--- src/inc/ssc_defs.svh ---
// Purpose: serial channel constants
// Assumes: one 32-bit word per register
// Notes:   definitions only
`ifndef SSC_DEFS_SVH
`define SSC_DEFS_SVH

// ----------------------------------------------------------------
// register byte offsets
// ----------------------------------------------------------------
`define SSC_OFS_CTRL0    8'h00
`define SSC_OFS_CTRL1    8'h04
`define SSC_OFS_RATE     8'h08
`define SSC_OFS_RXHOLD   8'h0c
`define SSC_OFS_TXHOLD   8'h10
`define SSC_OFS_MODE     8'h14
`define SSC_OFS_STATUS   8'h18

// ----------------------------------------------------------------
// field positions
// ----------------------------------------------------------------
`define SSC_C0_SRC_LO    0
`define SSC_C0_SRC_HI    1
`define SSC_C0_DRIVE     5
`define SSC_C0_POL       6
`define SSC_C0_ORDER     7
`define SSC_C1_TXEN      0
`define SSC_C1_RXEN      2
`define SSC_C1_CONT      5
`define SSC_MD_DIR       3
`define SSC_RX_OVR       12
`define SSC_RX_FRM       13
`define SSC_RX_PAR       14
`define SSC_RX_SUM       15

// ----------------------------------------------------------------
// encodings, reset values, counts
// ----------------------------------------------------------------
`define SSC_SRC_DIV1     2'h0
`define SSC_SRC_DIV8     2'h1
`define SSC_MODE_SYNC    3'h1
`define SSC_CTRL0_RST    8'h00
`define SSC_CTRL1_RST    8'h00
`define SSC_RATE_RST     8'h00
`define SSC_MODE_RST     4'h0
`define SSC_DIV8_LAST    5'h07
`define SSC_DIV32_LAST   5'h1f
`define SSC_LAST_BIT     3'h7
`define SSC_DUMMY_BYTE   8'hff
`define SSC_RESP_OKAY    2'h0
`define SSC_RESP_SLVERR  2'h2

`endif

--- src/verilog/ssc_top_unused_guard.sv ---
`timescale 1ns/1ns
`default_nettype none
`default_nettype wire

--- src/inc/ssc_pkg.sv ---
// Purpose: types shared by the synchronous serial channel files
// Assumes: nothing
// Notes:   constants live in ssc_defs.svh
package ssc_pkg;

    // shifter states, gray along idle -> shift -> done
    typedef enum logic [1:0] {
        SSC_IDLE  = 2'b00,
        SSC_SHIFT = 2'b01,
        SSC_DONE  = 2'b11
    } ssc_state_e;

    // decoded register
    typedef enum logic [2:0] {
        SSC_R_CTRL0, SSC_R_CTRL1, SSC_R_RATE, SSC_R_RXHOLD,
        SSC_R_TXHOLD, SSC_R_MODE, SSC_R_STATUS, SSC_R_NONE
    } ssc_reg_e;

endpackage

--- src/inc/ssc_stream_if.sv ---
// Purpose: valid/ready byte stream between channel modules
// Assumes: single clock
// Notes:   src drives valid and data, snk drives ready
`timescale 1ns/1ns
`default_nettype none
interface ssc_stream_if #(parameter int W = 8);
    logic         valid;
    logic         ready;
    logic [W-1:0] data;
    modport src (output valid, output data, input ready);
    modport snk (input valid, input data, output ready);
endinterface
`default_nettype wire

--- src/verilog/ssc_top.sv ---
// Purpose: synchronous serial channel
// Assumes: inputs synchronous to clk_sys
// Notes:   internal transfer clock only
//
// Chosen here: the register offsets and the AXI4-Lite interface to the registers.
`timescale 1ns/1ns
`default_nettype none
`include "ssc_defs.svh"

// Functional notes
// [RULE_01] Control 0 bits 1:0 pick the divider input, 01 meaning clk/8.
// [RULE_02] Control 0 bit 5 at 0 keeps the data output a driven push-pull.
// [RULE_03] Control 0 bit 6 at 0: data change on falling, sample on rising.
// [RULE_04] Control 1 bit 5 at 0: receive only happens while sending.
// [RULE_05] The rate register n divides the selected source by n+1.
// [RULE_06] The divider output is halved to make the transfer clock.
// [RULE_07] Transmission runs only while control 1 bit 0 is set.
// [RULE_08] Received bits are taken only while control 1 bit 2 is set.
// [RULE_09] The received byte reads in bits 7:0 of the receive register.
// [RULE_10] Receive flags: overrun b12, framing b13, parity b14, sum b15.
// [RULE_11] Software reads each byte and its flags before the next one.
// [RULE_12] Software writes each outgoing byte to the transmit register.
// [RULE_13] Mode field 001 with direction bit 0 runs the channel here.
// [RULE_14] Control 0 bit 7 at 0 shifts least significant bit first.
// [RULE_15] Eight bits move each way per transfer; clock idles between.
module ssc_top #(
    parameter int ADDR_W = 8,
    parameter int DEPTH  = 2
) (
    // clock and reset
    input  wire logic              clk_sys,
    input  wire logic              rst_b,
    // axi4-lite write address
    input  wire logic [ADDR_W-1:0] s_axi_awaddr,
    input  wire logic              s_axi_awvalid,
    output var  logic              s_axi_awready,
    // axi4-lite write data
    input  wire logic [31:0]       s_axi_wdata,
    input  wire logic [3:0]        s_axi_wstrb,
    input  wire logic              s_axi_wvalid,
    output var  logic              s_axi_wready,
    // axi4-lite write response
    output var  logic [1:0]        s_axi_bresp,
    output var  logic              s_axi_bvalid,
    input  wire logic              s_axi_bready,
    // axi4-lite read address
    input  wire logic [ADDR_W-1:0] s_axi_araddr,
    input  wire logic              s_axi_arvalid,
    output var  logic              s_axi_arready,
    // axi4-lite read data
    output var  logic [31:0]       s_axi_rdata,
    output var  logic [1:0]        s_axi_rresp,
    output var  logic              s_axi_rvalid,
    input  wire logic              s_axi_rready,
    // serial link
    input  wire logic              serial_in_pin,
    output var  logic              serial_out_pin,
    output var  logic              serial_out_oe_b,
    output var  logic              transfer_clk_out
);

    // ----------------------------------------------------------------
    // declarations
    // ----------------------------------------------------------------
    logic [7:0]          ctrl0_reg;
    logic [7:0]          ctrl1_reg;
    logic [7:0]          rate_reg;
    logic [3:0]          mode_reg;
    logic [7:0]          rx_data_reg;
    logic                rx_full_reg;
    logic                ovr_reg;
    logic                aw_hold_reg;
    logic [ADDR_W-1:0]   aw_addr_reg;
    logic                w_hold_reg;
    logic [31:0]         w_data_reg;
    logic [3:0]          w_strb_reg;
    logic [4:0]          pre_cnt_reg;
    logic [7:0]          brg_cnt_reg;
    ssc_pkg::ssc_state_e state_reg;
    logic [2:0]          bit_cnt_reg;
    logic                half_reg;
    logic [7:0]          tx_sh_reg;
    logic [7:0]          rx_sh_reg;
    logic                sdo_next;
    logic                oe_b_next;
    ssc_pkg::ssc_reg_e   wr_sel;
    ssc_pkg::ssc_reg_e   rd_sel;
    logic                wr_fire;
    logic                rd_fire;
    logic                rx_read;
    logic                chan_on;
    logic                src_tick;
    logic                brg_hit;
    logic                dummy_req;
    logic                start;
    logic                lsb_first;
    logic                idle_lvl;
    logic [31:0]         rd_word;

    ssc_stream_if #(.W(8)) wr_s ();
    ssc_stream_if #(.W(8)) rd_s ();

    // ----------------------------------------------------------------
    // functions
    // ----------------------------------------------------------------
    // shared address decode
    function automatic ssc_pkg::ssc_reg_e dec_f(
        input logic [ADDR_W-1:0] a);
        logic [7:0] o;
        o = 8'(a);
        if (a[ADDR_W-1:0] != ADDR_W'(o)) begin
            dec_f = ssc_pkg::SSC_R_NONE;
        end else begin
            case (o)
                `SSC_OFS_CTRL0:  dec_f = ssc_pkg::SSC_R_CTRL0;
                `SSC_OFS_CTRL1:  dec_f = ssc_pkg::SSC_R_CTRL1;
                `SSC_OFS_RATE:   dec_f = ssc_pkg::SSC_R_RATE;
                `SSC_OFS_RXHOLD: dec_f = ssc_pkg::SSC_R_RXHOLD;
                `SSC_OFS_TXHOLD: dec_f = ssc_pkg::SSC_R_TXHOLD;
                `SSC_OFS_MODE:   dec_f = ssc_pkg::SSC_R_MODE;
                `SSC_OFS_STATUS: dec_f = ssc_pkg::SSC_R_STATUS;
                default:         dec_f = ssc_pkg::SSC_R_NONE;
            endcase
        end
    endfunction

    // source tick select
    function automatic logic tick_f(input logic [1:0] sel,
                                    input logic [4:0] cnt);
        case (sel)
            `SSC_SRC_DIV1: tick_f = 1'b1;
            `SSC_SRC_DIV8: tick_f = (cnt[2:0] == `SSC_DIV8_LAST);
            default:       tick_f = (cnt == `SSC_DIV32_LAST);
        endcase
    endfunction

    // ----------------------------------------------------------------
    // axi4-lite slave
    // ----------------------------------------------------------------
    assign wr_sel = dec_f(aw_addr_reg);
    assign rd_sel = dec_f(s_axi_araddr);
    // a transmit write waits while the buffer is full
    assign wr_fire = aw_hold_reg && w_hold_reg && !s_axi_bvalid &&
                     !(wr_sel == ssc_pkg::SSC_R_TXHOLD && !wr_s.ready);
    assign rd_fire = s_axi_arvalid && s_axi_arready;
    assign rx_read = rd_fire && (rd_sel == ssc_pkg::SSC_R_RXHOLD);
    assign wr_s.valid = wr_fire && w_strb_reg[0] &&
                        (wr_sel == ssc_pkg::SSC_R_TXHOLD); // [RULE_12]
    assign wr_s.data  = w_data_reg[7:0];

    // address and data caught in either order
    always_ff @(posedge clk_sys) begin
        if (!rst_b) begin
            aw_hold_reg   <= 1'b0;
            aw_addr_reg   <= '0;
            s_axi_awready <= 1'b1;
            w_hold_reg    <= 1'b0;
            w_data_reg    <= '0;
            w_strb_reg    <= '0;
            s_axi_wready  <= 1'b1;
        end else begin
            if (s_axi_awvalid && s_axi_awready) begin
                aw_hold_reg   <= 1'b1;
                aw_addr_reg   <= s_axi_awaddr;
                s_axi_awready <= 1'b0;
            end else if (wr_fire) begin
                aw_hold_reg   <= 1'b0;
                s_axi_awready <= 1'b1;
            end
            if (s_axi_wvalid && s_axi_wready) begin
                w_hold_reg   <= 1'b1;
                w_data_reg   <= s_axi_wdata;
                w_strb_reg   <= s_axi_wstrb;
                s_axi_wready <= 1'b0;
            end else if (wr_fire) begin
                w_hold_reg   <= 1'b0;
                s_axi_wready <= 1'b1;
            end
        end
    end

    // write response
    always_ff @(posedge clk_sys) begin
        if (!rst_b) begin
            s_axi_bvalid <= 1'b0;
            s_axi_bresp  <= `SSC_RESP_OKAY;
        end else if (wr_fire) begin
            s_axi_bvalid <= 1'b1;
            if (wr_sel == ssc_pkg::SSC_R_NONE ||
                wr_sel == ssc_pkg::SSC_R_RXHOLD ||
                wr_sel == ssc_pkg::SSC_R_STATUS) begin
                s_axi_bresp <= `SSC_RESP_SLVERR;
            end else begin
                s_axi_bresp <= `SSC_RESP_OKAY;
            end
        end else if (s_axi_bready) begin
            s_axi_bvalid <= 1'b0;
        end
    end

    // config registers, lane 0
    always_ff @(posedge clk_sys) begin
        if (!rst_b) begin
            ctrl0_reg <= `SSC_CTRL0_RST;
            ctrl1_reg <= `SSC_CTRL1_RST;
            rate_reg  <= `SSC_RATE_RST;
            mode_reg  <= `SSC_MODE_RST;
        end else if (wr_fire && w_strb_reg[0]) begin
            case (wr_sel)
                ssc_pkg::SSC_R_CTRL0: ctrl0_reg <= w_data_reg[7:0];
                ssc_pkg::SSC_R_CTRL1: ctrl1_reg <= w_data_reg[7:0];
                ssc_pkg::SSC_R_RATE:  rate_reg  <= w_data_reg[7:0];
                ssc_pkg::SSC_R_MODE:  mode_reg  <= w_data_reg[3:0];
                default: ;
            endcase
        end
    end

    // read mux; write-only words read as zero
    always_comb begin
        rd_word = '0;
        case (rd_sel)
            ssc_pkg::SSC_R_CTRL0:  rd_word[7:0] = ctrl0_reg;
            ssc_pkg::SSC_R_CTRL1:  rd_word[7:0] = ctrl1_reg;
            ssc_pkg::SSC_R_MODE:   rd_word[3:0] = mode_reg;
            ssc_pkg::SSC_R_RXHOLD: begin
                rd_word[7:0] = rx_data_reg;           // [RULE_09]
                rd_word[`SSC_RX_OVR] = ovr_reg;        // [RULE_10]
                rd_word[`SSC_RX_FRM] = 1'b0;           // [RULE_10]
                rd_word[`SSC_RX_PAR] = 1'b0;           // [RULE_10]
                rd_word[`SSC_RX_SUM] = ovr_reg;        // [RULE_10]
            end
            ssc_pkg::SSC_R_STATUS: begin
                rd_word[0] = (state_reg != ssc_pkg::SSC_IDLE);
                rd_word[1] = wr_s.ready;
                rd_word[2] = rx_full_reg;
            end
            default: ;
        endcase
    end

    // read channel
    always_ff @(posedge clk_sys) begin
        if (!rst_b) begin
            s_axi_arready <= 1'b1;
            s_axi_rvalid  <= 1'b0;
            s_axi_rdata   <= '0;
            s_axi_rresp   <= `SSC_RESP_OKAY;
        end else if (rd_fire) begin
            s_axi_arready <= 1'b0;
            s_axi_rvalid  <= 1'b1;
            s_axi_rdata   <= rd_word;
            s_axi_rresp   <= (rd_sel == ssc_pkg::SSC_R_NONE) ?
                             `SSC_RESP_SLVERR : `SSC_RESP_OKAY;
        end else if (s_axi_rvalid && s_axi_rready) begin
            s_axi_rvalid  <= 1'b0;
            s_axi_arready <= 1'b1;
        end
    end

    // ----------------------------------------------------------------
    // transmit buffer
    // ----------------------------------------------------------------
    ssc_fifo2 #(
        .W     (8),
        .DEPTH (DEPTH)
    ) u_txbuf (
        .clk_sys (clk_sys),
        .rst_b   (rst_b),
        .in_s    (wr_s),
        .out_s   (rd_s)
    );

    // ----------------------------------------------------------------
    // rate generation
    // ----------------------------------------------------------------
    assign chan_on = (mode_reg[2:0] == `SSC_MODE_SYNC) &&
                     !mode_reg[`SSC_MD_DIR];               // [RULE_13]
    assign src_tick = tick_f(ctrl0_reg[`SSC_C0_SRC_HI:`SSC_C0_SRC_LO],
                             pre_cnt_reg);
    // zero once per n+1 ticks
    assign brg_hit = (state_reg == ssc_pkg::SSC_SHIFT) && src_tick &&
                     (brg_cnt_reg == 8'h00);               // [RULE_05]

    // free-running prescaler
    always_ff @(posedge clk_sys) begin
        if (!rst_b) begin
            pre_cnt_reg <= '0;
        end else begin
            pre_cnt_reg <= pre_cnt_reg + 5'h01;            // [RULE_01]
        end
    end

    // divider reloads while idle so a new rate starts clean
    always_ff @(posedge clk_sys) begin
        if (!rst_b) begin
            brg_cnt_reg <= '0;
        end else if (state_reg != ssc_pkg::SSC_SHIFT) begin
            brg_cnt_reg <= rate_reg;
        end else if (src_tick) begin
            if (brg_cnt_reg == 8'h00) begin
                brg_cnt_reg <= rate_reg;                   // [RULE_05]
            end else begin
                brg_cnt_reg <= brg_cnt_reg - 8'h01;
            end
        end
    end

    // ----------------------------------------------------------------
    // shifter
    // ----------------------------------------------------------------
    assign lsb_first = !ctrl0_reg[`SSC_C0_ORDER];          // [RULE_14]
    assign idle_lvl  = !ctrl0_reg[`SSC_C0_POL];            // [RULE_03]
    // continuous rx sends dummy bytes
    assign dummy_req = ctrl1_reg[`SSC_C1_CONT] &&
                       ctrl1_reg[`SSC_C1_RXEN] && !rx_full_reg; // [RULE_04]
    assign rd_s.ready = (state_reg == ssc_pkg::SSC_IDLE) && chan_on &&
                        ctrl1_reg[`SSC_C1_TXEN];           // [RULE_07]
    assign start = rd_s.ready && (rd_s.valid || dummy_req);

    // shifter state
    always_ff @(posedge clk_sys) begin
        if (!rst_b) begin
            state_reg   <= ssc_pkg::SSC_IDLE;
            bit_cnt_reg <= '0;
            half_reg    <= 1'b0;
            tx_sh_reg   <= '0;
            rx_sh_reg   <= '0;
        end else begin
            case (state_reg)
                ssc_pkg::SSC_IDLE: begin
                    if (start) begin
                        tx_sh_reg   <= rd_s.valid ? rd_s.data
                                                  : `SSC_DUMMY_BYTE;
                        bit_cnt_reg <= '0;
                        half_reg    <= 1'b0;
                        state_reg   <= ssc_pkg::SSC_SHIFT;
                    end
                end
                ssc_pkg::SSC_SHIFT: begin
                    // dropping enable or mode abandons the byte
                    if (!ctrl1_reg[`SSC_C1_TXEN] || !chan_on) begin
                        state_reg <= ssc_pkg::SSC_IDLE;    // [RULE_07]
                    end else if (brg_hit && !half_reg) begin
                        half_reg  <= 1'b1;
                        tx_sh_reg <= lsb_first ?
                                     {1'b0, tx_sh_reg[7:1]} :
                                     {tx_sh_reg[6:0], 1'b0}; // [RULE_14]
                    end else if (brg_hit) begin
                        half_reg  <= 1'b0;
                        rx_sh_reg <= lsb_first ?
                                     {serial_in_pin, rx_sh_reg[7:1]} :
                                     {rx_sh_reg[6:0], serial_in_pin};
                        bit_cnt_reg <= bit_cnt_reg + 3'h1; // [RULE_15]
                        if (bit_cnt_reg == `SSC_LAST_BIT) begin
                            state_reg <= ssc_pkg::SSC_DONE;
                        end
                    end
                end
                ssc_pkg::SSC_DONE: state_reg <= ssc_pkg::SSC_IDLE;
                default:           state_reg <= ssc_pkg::SSC_IDLE;
            endcase
        end
    end

    // transfer clock toggles on each divider hit: period
    // 2*(n+1) ticks, idle level between bytes
    always_ff @(posedge clk_sys) begin
        if (!rst_b) begin
            transfer_clk_out <= 1'b1;
        end else if (state_reg != ssc_pkg::SSC_SHIFT) begin
            transfer_clk_out <= idle_lvl;                  // [RULE_15]
        end else if (brg_hit) begin
            transfer_clk_out <= !transfer_clk_out;         // [RULE_06]
        end
    end

    // leading edge puts out a bit
    always_comb begin
        sdo_next = serial_out_pin;
        if (state_reg == ssc_pkg::SSC_SHIFT && brg_hit && !half_reg) begin
            sdo_next = lsb_first ? tx_sh_reg[0] : tx_sh_reg[7];
        end else if (state_reg == ssc_pkg::SSC_IDLE) begin
            sdo_next = 1'b1;
        end
        // open-drain only pulls low; push-pull drives whenever the channel is on
        if (!chan_on) begin
            oe_b_next = 1'b1;
        end else if (!ctrl0_reg[`SSC_C0_DRIVE]) begin
            oe_b_next = 1'b0;                              // [RULE_02]
        end else begin
            oe_b_next = sdo_next;
        end
    end

    // pin and enable registered together
    always_ff @(posedge clk_sys) begin
        if (!rst_b) begin
            serial_out_pin  <= 1'b1;
            serial_out_oe_b <= 1'b1;
        end else begin
            serial_out_pin  <= sdo_next;
            serial_out_oe_b <= oe_b_next;
        end
    end

    // ----------------------------------------------------------------
    // receive holding
    // ----------------------------------------------------------------
    // a byte finishing in the same cycle as a read keeps its flags set
    always_ff @(posedge clk_sys) begin
        if (!rst_b) begin
            rx_data_reg <= '0;
            rx_full_reg <= 1'b0;
            ovr_reg     <= 1'b0;
        end else if (state_reg == ssc_pkg::SSC_DONE &&
                     ctrl1_reg[`SSC_C1_RXEN]) begin        // [RULE_08]
            rx_data_reg <= rx_sh_reg;                      // [RULE_09]
            rx_full_reg <= 1'b1;
            if (rx_full_reg && !rx_read) begin
                ovr_reg <= 1'b1;                           // [RULE_10]
            end
        end else if (rx_read) begin
            rx_full_reg <= 1'b0;
            ovr_reg     <= 1'b0;
        end
    end

endmodule
`default_nettype wire

--- src/verilog/ssc_fifo2.sv ---
// Purpose: two-entry byte buffer
// Assumes: synchronous active-low reset
// Notes:   depth is a power of two; default two entries
`timescale 1ns/1ns
`default_nettype none
module ssc_fifo2 #(
    parameter int W     = 8,
    parameter int DEPTH = 2
) (
    // clock and reset
    input  wire logic   clk_sys,
    input  wire logic   rst_b,
    // fill and drain sides
    ssc_stream_if.snk   in_s,
    ssc_stream_if.src   out_s
);
    localparam int AW = (DEPTH > 1) ? $clog2(DEPTH) : 1;

    logic [W-1:0] mem_reg [DEPTH];
    logic [AW-1:0] wp_reg;
    logic [AW-1:0] rp_reg;
    logic [AW:0]   cnt_reg;
    logic          push;
    logic          pop;

    // full and empty come from the count, so both are exact
    assign in_s.ready  = (cnt_reg != (AW+1)'(DEPTH));
    assign out_s.valid = (cnt_reg != '0);
    assign out_s.data  = mem_reg[rp_reg];
    assign push = in_s.valid && in_s.ready;
    assign pop  = out_s.valid && out_s.ready;

    // storage
    always_ff @(posedge clk_sys) begin
        if (push) begin
            mem_reg[wp_reg] <= in_s.data;
        end
    end

    // pointers and occupancy
    always_ff @(posedge clk_sys) begin
        if (!rst_b) begin
            wp_reg  <= '0;
            rp_reg  <= '0;
            cnt_reg <= '0;
        end else begin
            if (push) begin
                wp_reg <= wp_reg + AW'(1);
            end
            if (pop) begin
                rp_reg <= rp_reg + AW'(1);
            end
            if (push && !pop) begin
                cnt_reg <= cnt_reg + (AW+1)'(1);
            end else if (pop && !push) begin
                cnt_reg <= cnt_reg - (AW+1)'(1);
            end
        end
    end
endmodule
`default_nettype wire

--- config.mk ---
export PLATFORM = sky130hd
export DESIGN_NAME = ssc_top
export DESIGN_NICKNAME = d
export VERILOG_FILES = /design/src/verilog/ssc_top_unused_guard.sv /design/src/inc/ssc_pkg.sv /design/src/inc/ssc_stream_if.sv /design/src/verilog/ssc_top.sv /design/src/verilog/ssc_fifo2.sv
export VERILOG_INCLUDE_DIRS = /design/src /design/src/inc
export SDC_FILE = /design/constraint.sdc
export NUM_CORES = 1
export LEC_CHECK = 0
export ABC_CLOCK_PERIOD_IN_PS = 2000
export BUFFER_PORTS_ARGS = -buffer_cell sky130_fd_sc_hd__buf_2
export CORE_ASPECT_RATIO = 0.7
export CORE_MARGIN = 1.5
export CORE_UTILIZATION = 43
export CTS_BUF_LIST = sky130_fd_sc_hd__clkbuf_8
export DETAILED_ROUTE_END_ITERATION = 7
export PLACE_DENSITY = 0.64
export SETUP_SLACK_MARGIN = 0.2
export SYNTH_ARGS = -nofsm -noshare
export SYNTH_HDL_FRONTEND = slang
export SYNTH_SLANG_ARGS = --single-unit
--- constraint.sdc ---
create_clock -name clk_sys -period 2 [get_ports clk_sys]
set_input_delay 0.1 -clock clk_sys [delete_from_list [all_inputs] [get_ports clk_sys]]
set_output_delay 0.1 -clock clk_sys [all_outputs]
set_load 0.005 [all_outputs]
==> metrics.yaml, run 1 <==
synth:
  synthesis.area_mm2: 0.00595
  synth.avg_cell_area_um2: 9.15
  synth_enable_flop_cells: 16
  yosysSeqAreaShare_pct: 47.1
  netlist_instances: 650
  synth_top_area_share_pct: 39.0
  yosys_warnings: 0
  synthTopCellsByCount: "116 x dfxtp_1, 87 x nand2_1, 72 x nor2_1, 61 x mux2i_1, 49 x a21oi_1"
  yosys-top-cells-area: "dfxtp_1 39%, mux2i_1 10%, edfxtp_1 8.1%, nand2_1 5.5%, nor2_1 4.5%"
  yosysTopAreaCell: "dfxtp_1"
  synth_flop_cell: "dfxtp_1"
  postSynth.asyncResetShare_pct: 0
  yosysMostFrequentCell: "dfxtp_1"
  synth.ff_latch_count: 132
  ys_types: 58
grt:
  grt_pass1_vias: 4745
  grt_pass1_wl_mm: 24.0
  grt_max_degree: 57
  grt_use_total_pct: 21.6
  grt_antenna_before_repair: 0
  grt_overflow: 0
die:
  die_width_um: 144
  pin_count: 104
  die-area_mm2: 0.0146
  start_util_pct: 44.7
  die_h_um: 101
  core_mm2: 0.0133
  rows: 35
clock_tree:
  clk_latency_ns: 0.43
  clk_path_buf_depth: 2
  clock-sinks: 132
  clk_pin_slew_worst_paths_ns: 0.07
  clockRootBuffer: "clkbuf_8"
  cts_buffers: 17
  cts_tree: "done"
  cts.htree.levels: 4
critical_path:
  critPathRequiredTime_ns: 2.36
  path_common_cell: "buf_4"
  crit_family: "simple AND/OR/NAND/NOR gates"
  crit_arrival_ns: 2.59
  critical_path.max_stage_delay_ns: 0.47
  start_kind: "register"
  cp_max_fo: 3
  crit_buf_inv: 3
  worstSetupEndpointType: "register"
  cp_slowest_cell: "or4b_4"
  path_cells: "inv_2 > ha_4 > or4b_4 > buf_4 > buf_4 > or2_4 > a2111oi_1 > and3_1"
  critPathKind: "reg -> reg"
finish:
  antenna_cells: 0
  fillCellCount: 1160
  largest_reg_flops: 16
  final_cell_area_mm2: 0.00754
  layout.nets: 823
  drive_gt1_share_pct: 25.6
  fin_util_pct: 56.6
  finalNonFillerCells: 954
  area_growth_syn_to_layout_pct: 26.7
route:
  viasPerCell: 5.28
  antenna_left: 0
  wire_per_inst_um: 15.9
  vias: 5033
  drt_pre_antenna_iters: 5
  drcViolationCount: 0
  drt_wl_total_mm: 15.2
  drt_iter0_markers: 349
timing:
  maxSlewHeadroom_pct: 60.5
  post-route-period-util_pct: 112
  worst_slew_pin_slew_ns: 0.592
  setup_slack_ns: -0.233
  rsz0062_at_grt: "true"
  setup_viol: 31
  whs_ns: 0.0385
  skew_ns: 0.0163
  period_needed_ns: 2.23
  fmax_ghz: 0.448
  hold_viol_final: 0
  slew_violations: 0
placement:
  hpwl_mm: 10.4
  placed_cell_area_mm2: 0.00663
  place_inst: 890
  gp_congestion: 0.871
  port_buffers: 52
job:
  cap_viol_max_count: 0
pwr:
  power_density_mw_per_mm2: 712
  p_leak_nw: 3.11
  ir_worst_vdd_mv: 0.462
run_status:
  run_status: "complete, but fails checks"
  violations: "setup timing"
worst_hold_path:
  hp-class: "in -> reg"
[path summary, 6_finish.rpt]
check             startpoint             end  slack (ns)  cells past startpoint
min          s_axi_araddr[1]  s_axi_rresp[1]        0.04                      3
max reg2reg   brg_cnt_reg[0]    state_reg[1]       -0.23                      8
max           brg_cnt_reg[0]    state_reg[1]       -0.23                      8
min reg2reg   aw_addr_reg[6]  aw_addr_reg[6]        0.46                      2
[layer usage]
layer  share of wire (%)  GRT usage (%)  vias up
met5                   0              0        -
met4                0.71           6.99        0
met3                 5.2           3.92       10
met2                  45           32.7      161
met1                  49           31.3     2403
li1                    -              -     2459
[metrics by stage]
step / worst slack [ns] / TNS [ns] / total power, mW
4_1_cts: -0.186 / -1.17 / 5.40
2_1_floorplan: -0.132 / -0.473 / 3.01
6_report: -0.233 / -1.77 / 5.37
3_3_place_gp: -0.0955 / -0.316 / 3.08
5_1_grt: -0.271 / -4.28 / 5.55
3_5_place_dp: -0.180 / -0.787 / 3.09
[final cells by class]
type | instances | area (um2) | share of cell area, %
Multi-Input combinational cell | 478 | 3190 | 42.4
Inverter | 5 | 18.8 | 0.249
Sequential cell | 132 | 2810 | 37.2
Clock inverter | 12 | 129 | 1.71
Clock buffer | 20 | 275 | 3.65
Tap cell | 185 | 231 | 3.07
Timing Repair Buffer | 122 | 882 | 11.7
[placed cells by master, fill, tap and decap left out, drive strengths merged, types with 9 or more instances in the layout]
cell	count
conb	24
edfxtp	16
mux2i	61
nand2	87
dfxtp	116
nor2b	9
nand4	9
nor2	73
xor2	10
and2	13
nand3	10
nor3	11
o21ai	31
a21oi	49
mux2	10
clkbuf	20
dlygate4sd3	20
buf	102
[power breakdown]
group | total, mW | internal, mW | switching (mW)
clock network | 2.28 | 1.21 | 1.07
logic | 0.313 | 0.134 | 0.179
registers | 2.78 | 2.72 | 0.0582
total | 5.37 | 4.06 | 1.31
[timing repair]
item,CTS,global route
hold buffers,20,0
gates resized for setup,29,26
setup buffers,6,6
pin swaps,10,6
endpoints found under the hold margin,21,0
setup endpoints to repair,69,82
gates cloned,0,0
[cells by family after synthesis]
group                      after synthesis  share of synthesized area (%)
and+or+nand+nor                        245                           19.5
other                                    1                         0.0630
muxes                                   71                           12.2
DFF                                    132                           47.1
adders and majority gates                7                           1.47
xor gates and xnor gates                12                           1.77
AOI/OAI and AO/OA                      119                           12.2
buffers and inverters                   63                           5.66
[worst register-to-register path: stages, from the launching register on]
cell	delay, ns
dfxtp_2	0.33
inv_2	0.07
ha_4	0.14
or4b_4	0.47
buf_4	0.16
buf_4	0.14
or2_4	0.25
a2111oi_1	0.40
and3_1	0.20
Power figures use the tool's default switching activity.
==> inputs of run 2 (changes only) <==
Settings changed: ABC_CLOCK_PERIOD_IN_PS 2000 to 2500, PLACE_DENSITY 0.64 to 0.62.
Clock period 2 ns to 2.5 ns, I/O delays scaled along.
==> run 2 against run 1 <==
Against the previous run:
- the flow now finishes without violations
- non-clock buffer count is 29 lower
- routed wire length shrank 7.3%
- combinational power is 30% lower
==> metrics.yaml, run 2 (synthesized netlist as in run 1, its figures left out) <==
grt:
  grt_pass1_wl_mm: 22.9
  grt_max_degree: 53
  grt_use_total_pct: 20.4
  grt_antenna_before_repair: 0
  grt_pass1_vias: 4545
  grt_overflow: 0
timing:
  skew_ns: 0.0161
  period_needed_ns: 2.23
  worst_slew_pin_slew_ns: 0.615
  whs_ns: 0.0466
  rsz0062_at_grt: "true"
  post-route-period-util_pct: 89.3
  setup_tns_ns: 0
  fmax_ghz: 0.448
  maxSlewHeadroom_pct: 59.0
  setup_slack_ns: 0.267
  setup_viol: 0
  hold_viol_final: 0
  slew_violations: 0
die:
  rows: 35
  pin_count: 104
  die-area_mm2: 0.0146
  start_util_pct: 44.7
  die_h_um: 101
  core_mm2: 0.0133
  die_width_um: 144
clock_tree:
  cts.htree.levels: 4
  clk_latency_ns: 0.43
  cts_tree: "done"
  clock-sinks: 132
  clk_path_buf_depth: 2
  cts_buffers: 17
  clk_pin_slew_worst_paths_ns: 0.08
  clockRootBuffer: "clkbuf_8"
placement:
  post-place-ws_ns: 0.0992
  hpwl_mm: 10.0
  port_buffers: 52
  placed_cell_area_mm2: 0.00632
  gp_congestion: 0.877
worst_hold_path:
  hold_end: "s_axi_rresp[1]"
  min_from: "s_axi_araddr[0]"
  hp-class: "in -> reg"
  hold_depth: 3
route:
  drt_wl_total_mm: 14.1
  drcViolationCount: 0
  drt_pre_antenna_iters: 5
  wire_per_inst_um: 15.2
  antenna_left: 0
  viasPerCell: 5.22
  vias: 4824
  drt_iter0_markers: 247
finish:
  area_growth_syn_to_layout_pct: 19.5
  layout_commonest_cell: "dfxtp_1"
  layout.nets: 794
  antenna_cells: 0
  largest_reg_flops: 16
  fin_util_pct: 53.4
  final_cell_mix: "112 x dfxtp_1, 87 x nand2_1, 71 x nor2_1, 61 x mux2i_1, 52 x buf_2"
  drive_gt1_share_pct: 18.4
  final_cell_area_mm2: 0.00711
  fillCellCount: 1227
pwr:
  power_density_mw_per_mm2: 646
  ir_worst_vdd_mv: 0.348
  p_leak_nw: 2.98
critical_path:
  reg2regPathDepth: 6
  r2r_end: "u_txbuf.cnt_reg[1]"
  cp_max_fo: 4
  crit_arrival_ns: 2.58
  r2r-start: "aw_addr_reg[0]"
  critPathKind: "reg -> reg"
  worstSetupEndpointType: "register"
  critPathRequiredTime_ns: 2.85
  start_kind: "register"
  crit_start: "aw_addr_reg[0]"
  r2r_slack_ns: 0.27
job:
  cap_viol_max_count: 0
run_status:
  run_status: "finished, final reports clean"
-- run 2: cell types whose count changed in the layout (fill, tap and decap cells not counted), moves of 4 or more --
| cell | before | now |
|---|---|---|
| o21ai_0 | 20 | 25 |
| bufinv_16 | 2 | 6 |
| buf_4 | 41 | 21 |
| o21ai_2 | 6 | 0 |
| buf_6 | 7 | 0 |
| and2_4 | 4 | 0 |
| ha_4 | 5 | 1 |
-- run 2: worst max-delay path by stage --
stage / to / slack (ns) / cells past startpoint
floorplan: bit_cnt_reg[1] / 0.30 / 7
global placement: bit_cnt_reg[1] / 0.19 / 7
detailed placement: bit_cnt_reg[1] / 0.1 / 7
CTS: bit_cnt_reg[1] / 0.14 / 7
global route: u_txbuf.cnt_reg[1] / 0.11 / 6
finish: u_txbuf.cnt_reg[1] / 0.27 / 6
-- run 2: per-layer routing --
layer / part of all wire (%) / up-vias / global-route usage, %
li1: - / 2393 / -
met1: 52 / 2304 / 30.2
met2: 42 / 117 / 30.3
met3: 4.6 / 10 / 4.78
met4: 0.74 / 0 / 4.32
met5: 0 / - / 0
-- run 2: per-stage QoR --
step / power [mW] / instances
final: 4.59 / 925
after CTS: 4.63 / 922
after floorplan: 2.40 / 673
after detailed placement: 2.46 / 865
after global placement: 2.45 / 865
after global routing: 4.76 / 925
-- run 2: where the power goes --
part | internal (mW) | switching [mW]
clock | 1.31 | 0.842
combinational | 0.0888 | 0.129
sequential | 2.17 | 0.0419
total | 3.58 | 1.01
-- run 2: final cells by class --
type                    count  area (um2)  area share, %
clock buffers              18         248           3.48
repair buffers             93         628           8.83
clock inverters            14         231           3.26
well taps                 185         231           3.26
inverters                   5        18.8          0.264
multi-input cells         478        2940           41.4
flip-flops and latches    132        2810           39.5
-- run 2: what timing repair did --
action,CTS,global route
setup endpoints to repair,4,33
endpoints found under the hold margin,20,0
setup buffers,6,3
hold buffers,19,0
pin swaps,4,5
gates resized for setup,6,12
-- run 2: critical path, cell delays in order, from the launching register on --
cell and delay (ns):
dfxtp_1 0.31, or4_1 0.61, nor3_2 0.20, and3b_2 0.24, ha_1 0.26, or3_1 0.38, a21oi_1 0.16
==> inputs of run 3 (changes only) <==
Settings changed: CORE_UTILIZATION 43 to 34, PLACE_DENSITY 0.62 to 0.51.
==> run 3 against run 2 <==
Against the previous run:
- fmax grew 0.48%
- register-to-register slack is essentially flat
- worst setup slack gained 0.011 ns
- utilization shrank 12 points
- routed wire length grew 4.5%
==> metrics.yaml, run 3 (synthesized netlist as in run 1, its figures left out) <==
placement:
  gp_congestion: 0.813
  hpwl_mm: 10.4
  port_buffers: 52
die:
  core_mm2: 0.0171
  start_util_pct: 34.8
  pin_count: 104
  die_h_um: 114
  die-area_mm2: 0.0183
  rows: 40
  die_width_um: 161
finish:
  largest_reg_flops: 16
  layout.nets: 793
  antenna_cells: 0
  layout_commonest_cell: "dfxtp_1"
  area_growth_syn_to_layout_pct: 19.0
  drive_gt1_share_pct: 18.5
  final_cell_mix: "112 x dfxtp_1, 87 x nand2_1, 72 x nor2_1, 61 x mux2i_1, 52 x buf_2"
timing:
  rsz0062_at_grt: "false"
  setup_tns_ns: 0
  slew_violations: 0
  skew_ns: 0.0155
  hold_viol_final: 0
  fmax_ghz: 0.450
  maxSlewHeadroom_pct: 59.5
  worst_slew_pin_slew_ns: 0.605
  period_needed_ns: 2.22
  post-route-period-util_pct: 88.9
  setup_viol: 0
job:
  cap_viol_max_count: 0
grt:
  grt_use_total_pct: 16.5
  grt_antenna_before_repair: 0
  grt_max_degree: 41
  grt_pass1_wl_mm: 23.5
  grt_overflow: 0
  grt_pass1_vias: 4487
critical_path:
  critPathRequiredTime_ns: 2.84
  cp_max_fo: 4
  worstSetupEndpointType: "register"
  r2r_slack_ns: 0.28
  start_kind: "register"
  critPathKind: "reg -> reg"
  crit_arrival_ns: 2.56
route:
  drcViolationCount: 0
  drt_iter0_markers: 328
  drt_pre_antenna_iters: 5
  vias: 4783
  antenna_left: 0
  drt_wl_total_mm: 14.7
  viasPerCell: 4.93
  wire_per_inst_um: 15.2
pwr:
  p_total_mw: 4.17
  ir_worst_vdd_mv: 0.306
  power_density_mw_per_mm2: 589
  p_leak_nw: 2.90
worst_hold_path:
  hp-class: "in -> reg"
clock_tree:
  clock-sinks: 132
  clk_pin_slew_worst_paths_ns: 0.09
  cts_buffers: 17
  clk_latency_ns: 0.43
  cts.htree.levels: 4
  clk_path_buf_depth: 2
  cts_tree: "done"
  clockRootBuffer: "clkbuf_8"
run_status:
  run_status: "finished, final reports clean"
-- run 3: worst paths after layout --
kind | startpoint | to | depth (start not counted)
hold reg to reg | pre_cnt_reg[0] | pre_cnt_reg[0] | 1
setup reg to reg | pre_cnt_reg[0] | bit_cnt_reg[2] | 8
setup / recovery | pre_cnt_reg[0] | bit_cnt_reg[2] | 8
hold / removal | rst_b | serial_out_pin | 2
-- run 3: final cells by class --
type                       count  area, um2
fill                        1733      10000
multi-input combinational    478       2970
sequential                   132       2810
timing repair buffer          92        608
tap                          231        289
clock buffer                  17        234
clock inverter                15        144
inverter                       5       23.8
-- run 3: metal layers --
layer / vias up / share of wire [%] / GRT usage, %
met5: - / 0 / 0
met4: 0 / 0.79 / 5.25
met3: 8 / 4.5 / 3.31
met2: 118 / 42 / 24.0
met1: 2256 / 52 / 24.2
li1: 2401 / - / -
-- run 3: power breakdown --
part / switching (mW) / internal (mW) / total [mW] / leakage [nW]
sequential: 0.0430 / 2.17 / 2.22 / 1.09
combinational: 0.133 / 0.0893 / 0.222 / 1.64
clock: 0.922 / 0.809 / 1.73 / 0.182
total: 1.10 / 3.07 / 4.17 / 2.90
-- run 3: critical path, cell delays in order, from the launching register on --
cell,delay (ns)
dfxtp_4,0.37
ha_4,0.13
and3_4,0.18
ha_2,0.17
nor2b_2,0.06
o41a_4,0.47
a2111o_1,0.37
nor2_4,0.17
mux2i_1,0.21
-- run 3: stage by stage --
step | setup WS [ns] | util (%) | hold WS, ns | instances | area, um2
floorplan | 0.302 | - | 0.261 | 673 | 6040
global placement | 0.172 | 37.2 | 0.368 | 912 | 6370
detailed placement | 0.0948 | 37.2 | 0.376 | 912 | 6370
CTS | 0.108 | 40.8 | 0.00196 | 966 | 6990
global route | 0.199 | 41.4 | 0.0332 | 970 | 7080
finish | 0.278 | 41.4 | 0.0267 | 970 | 7080
-- run 3: what timing repair did --
item	in CTS	in global routing
cloned	0	0
endpoints found under the setup margin	8	15
gates resized for setup	10	17
setup buffers	3	4
hold buffers	19	0
pin swaps	4	6
hold endpoints to repair	20	0
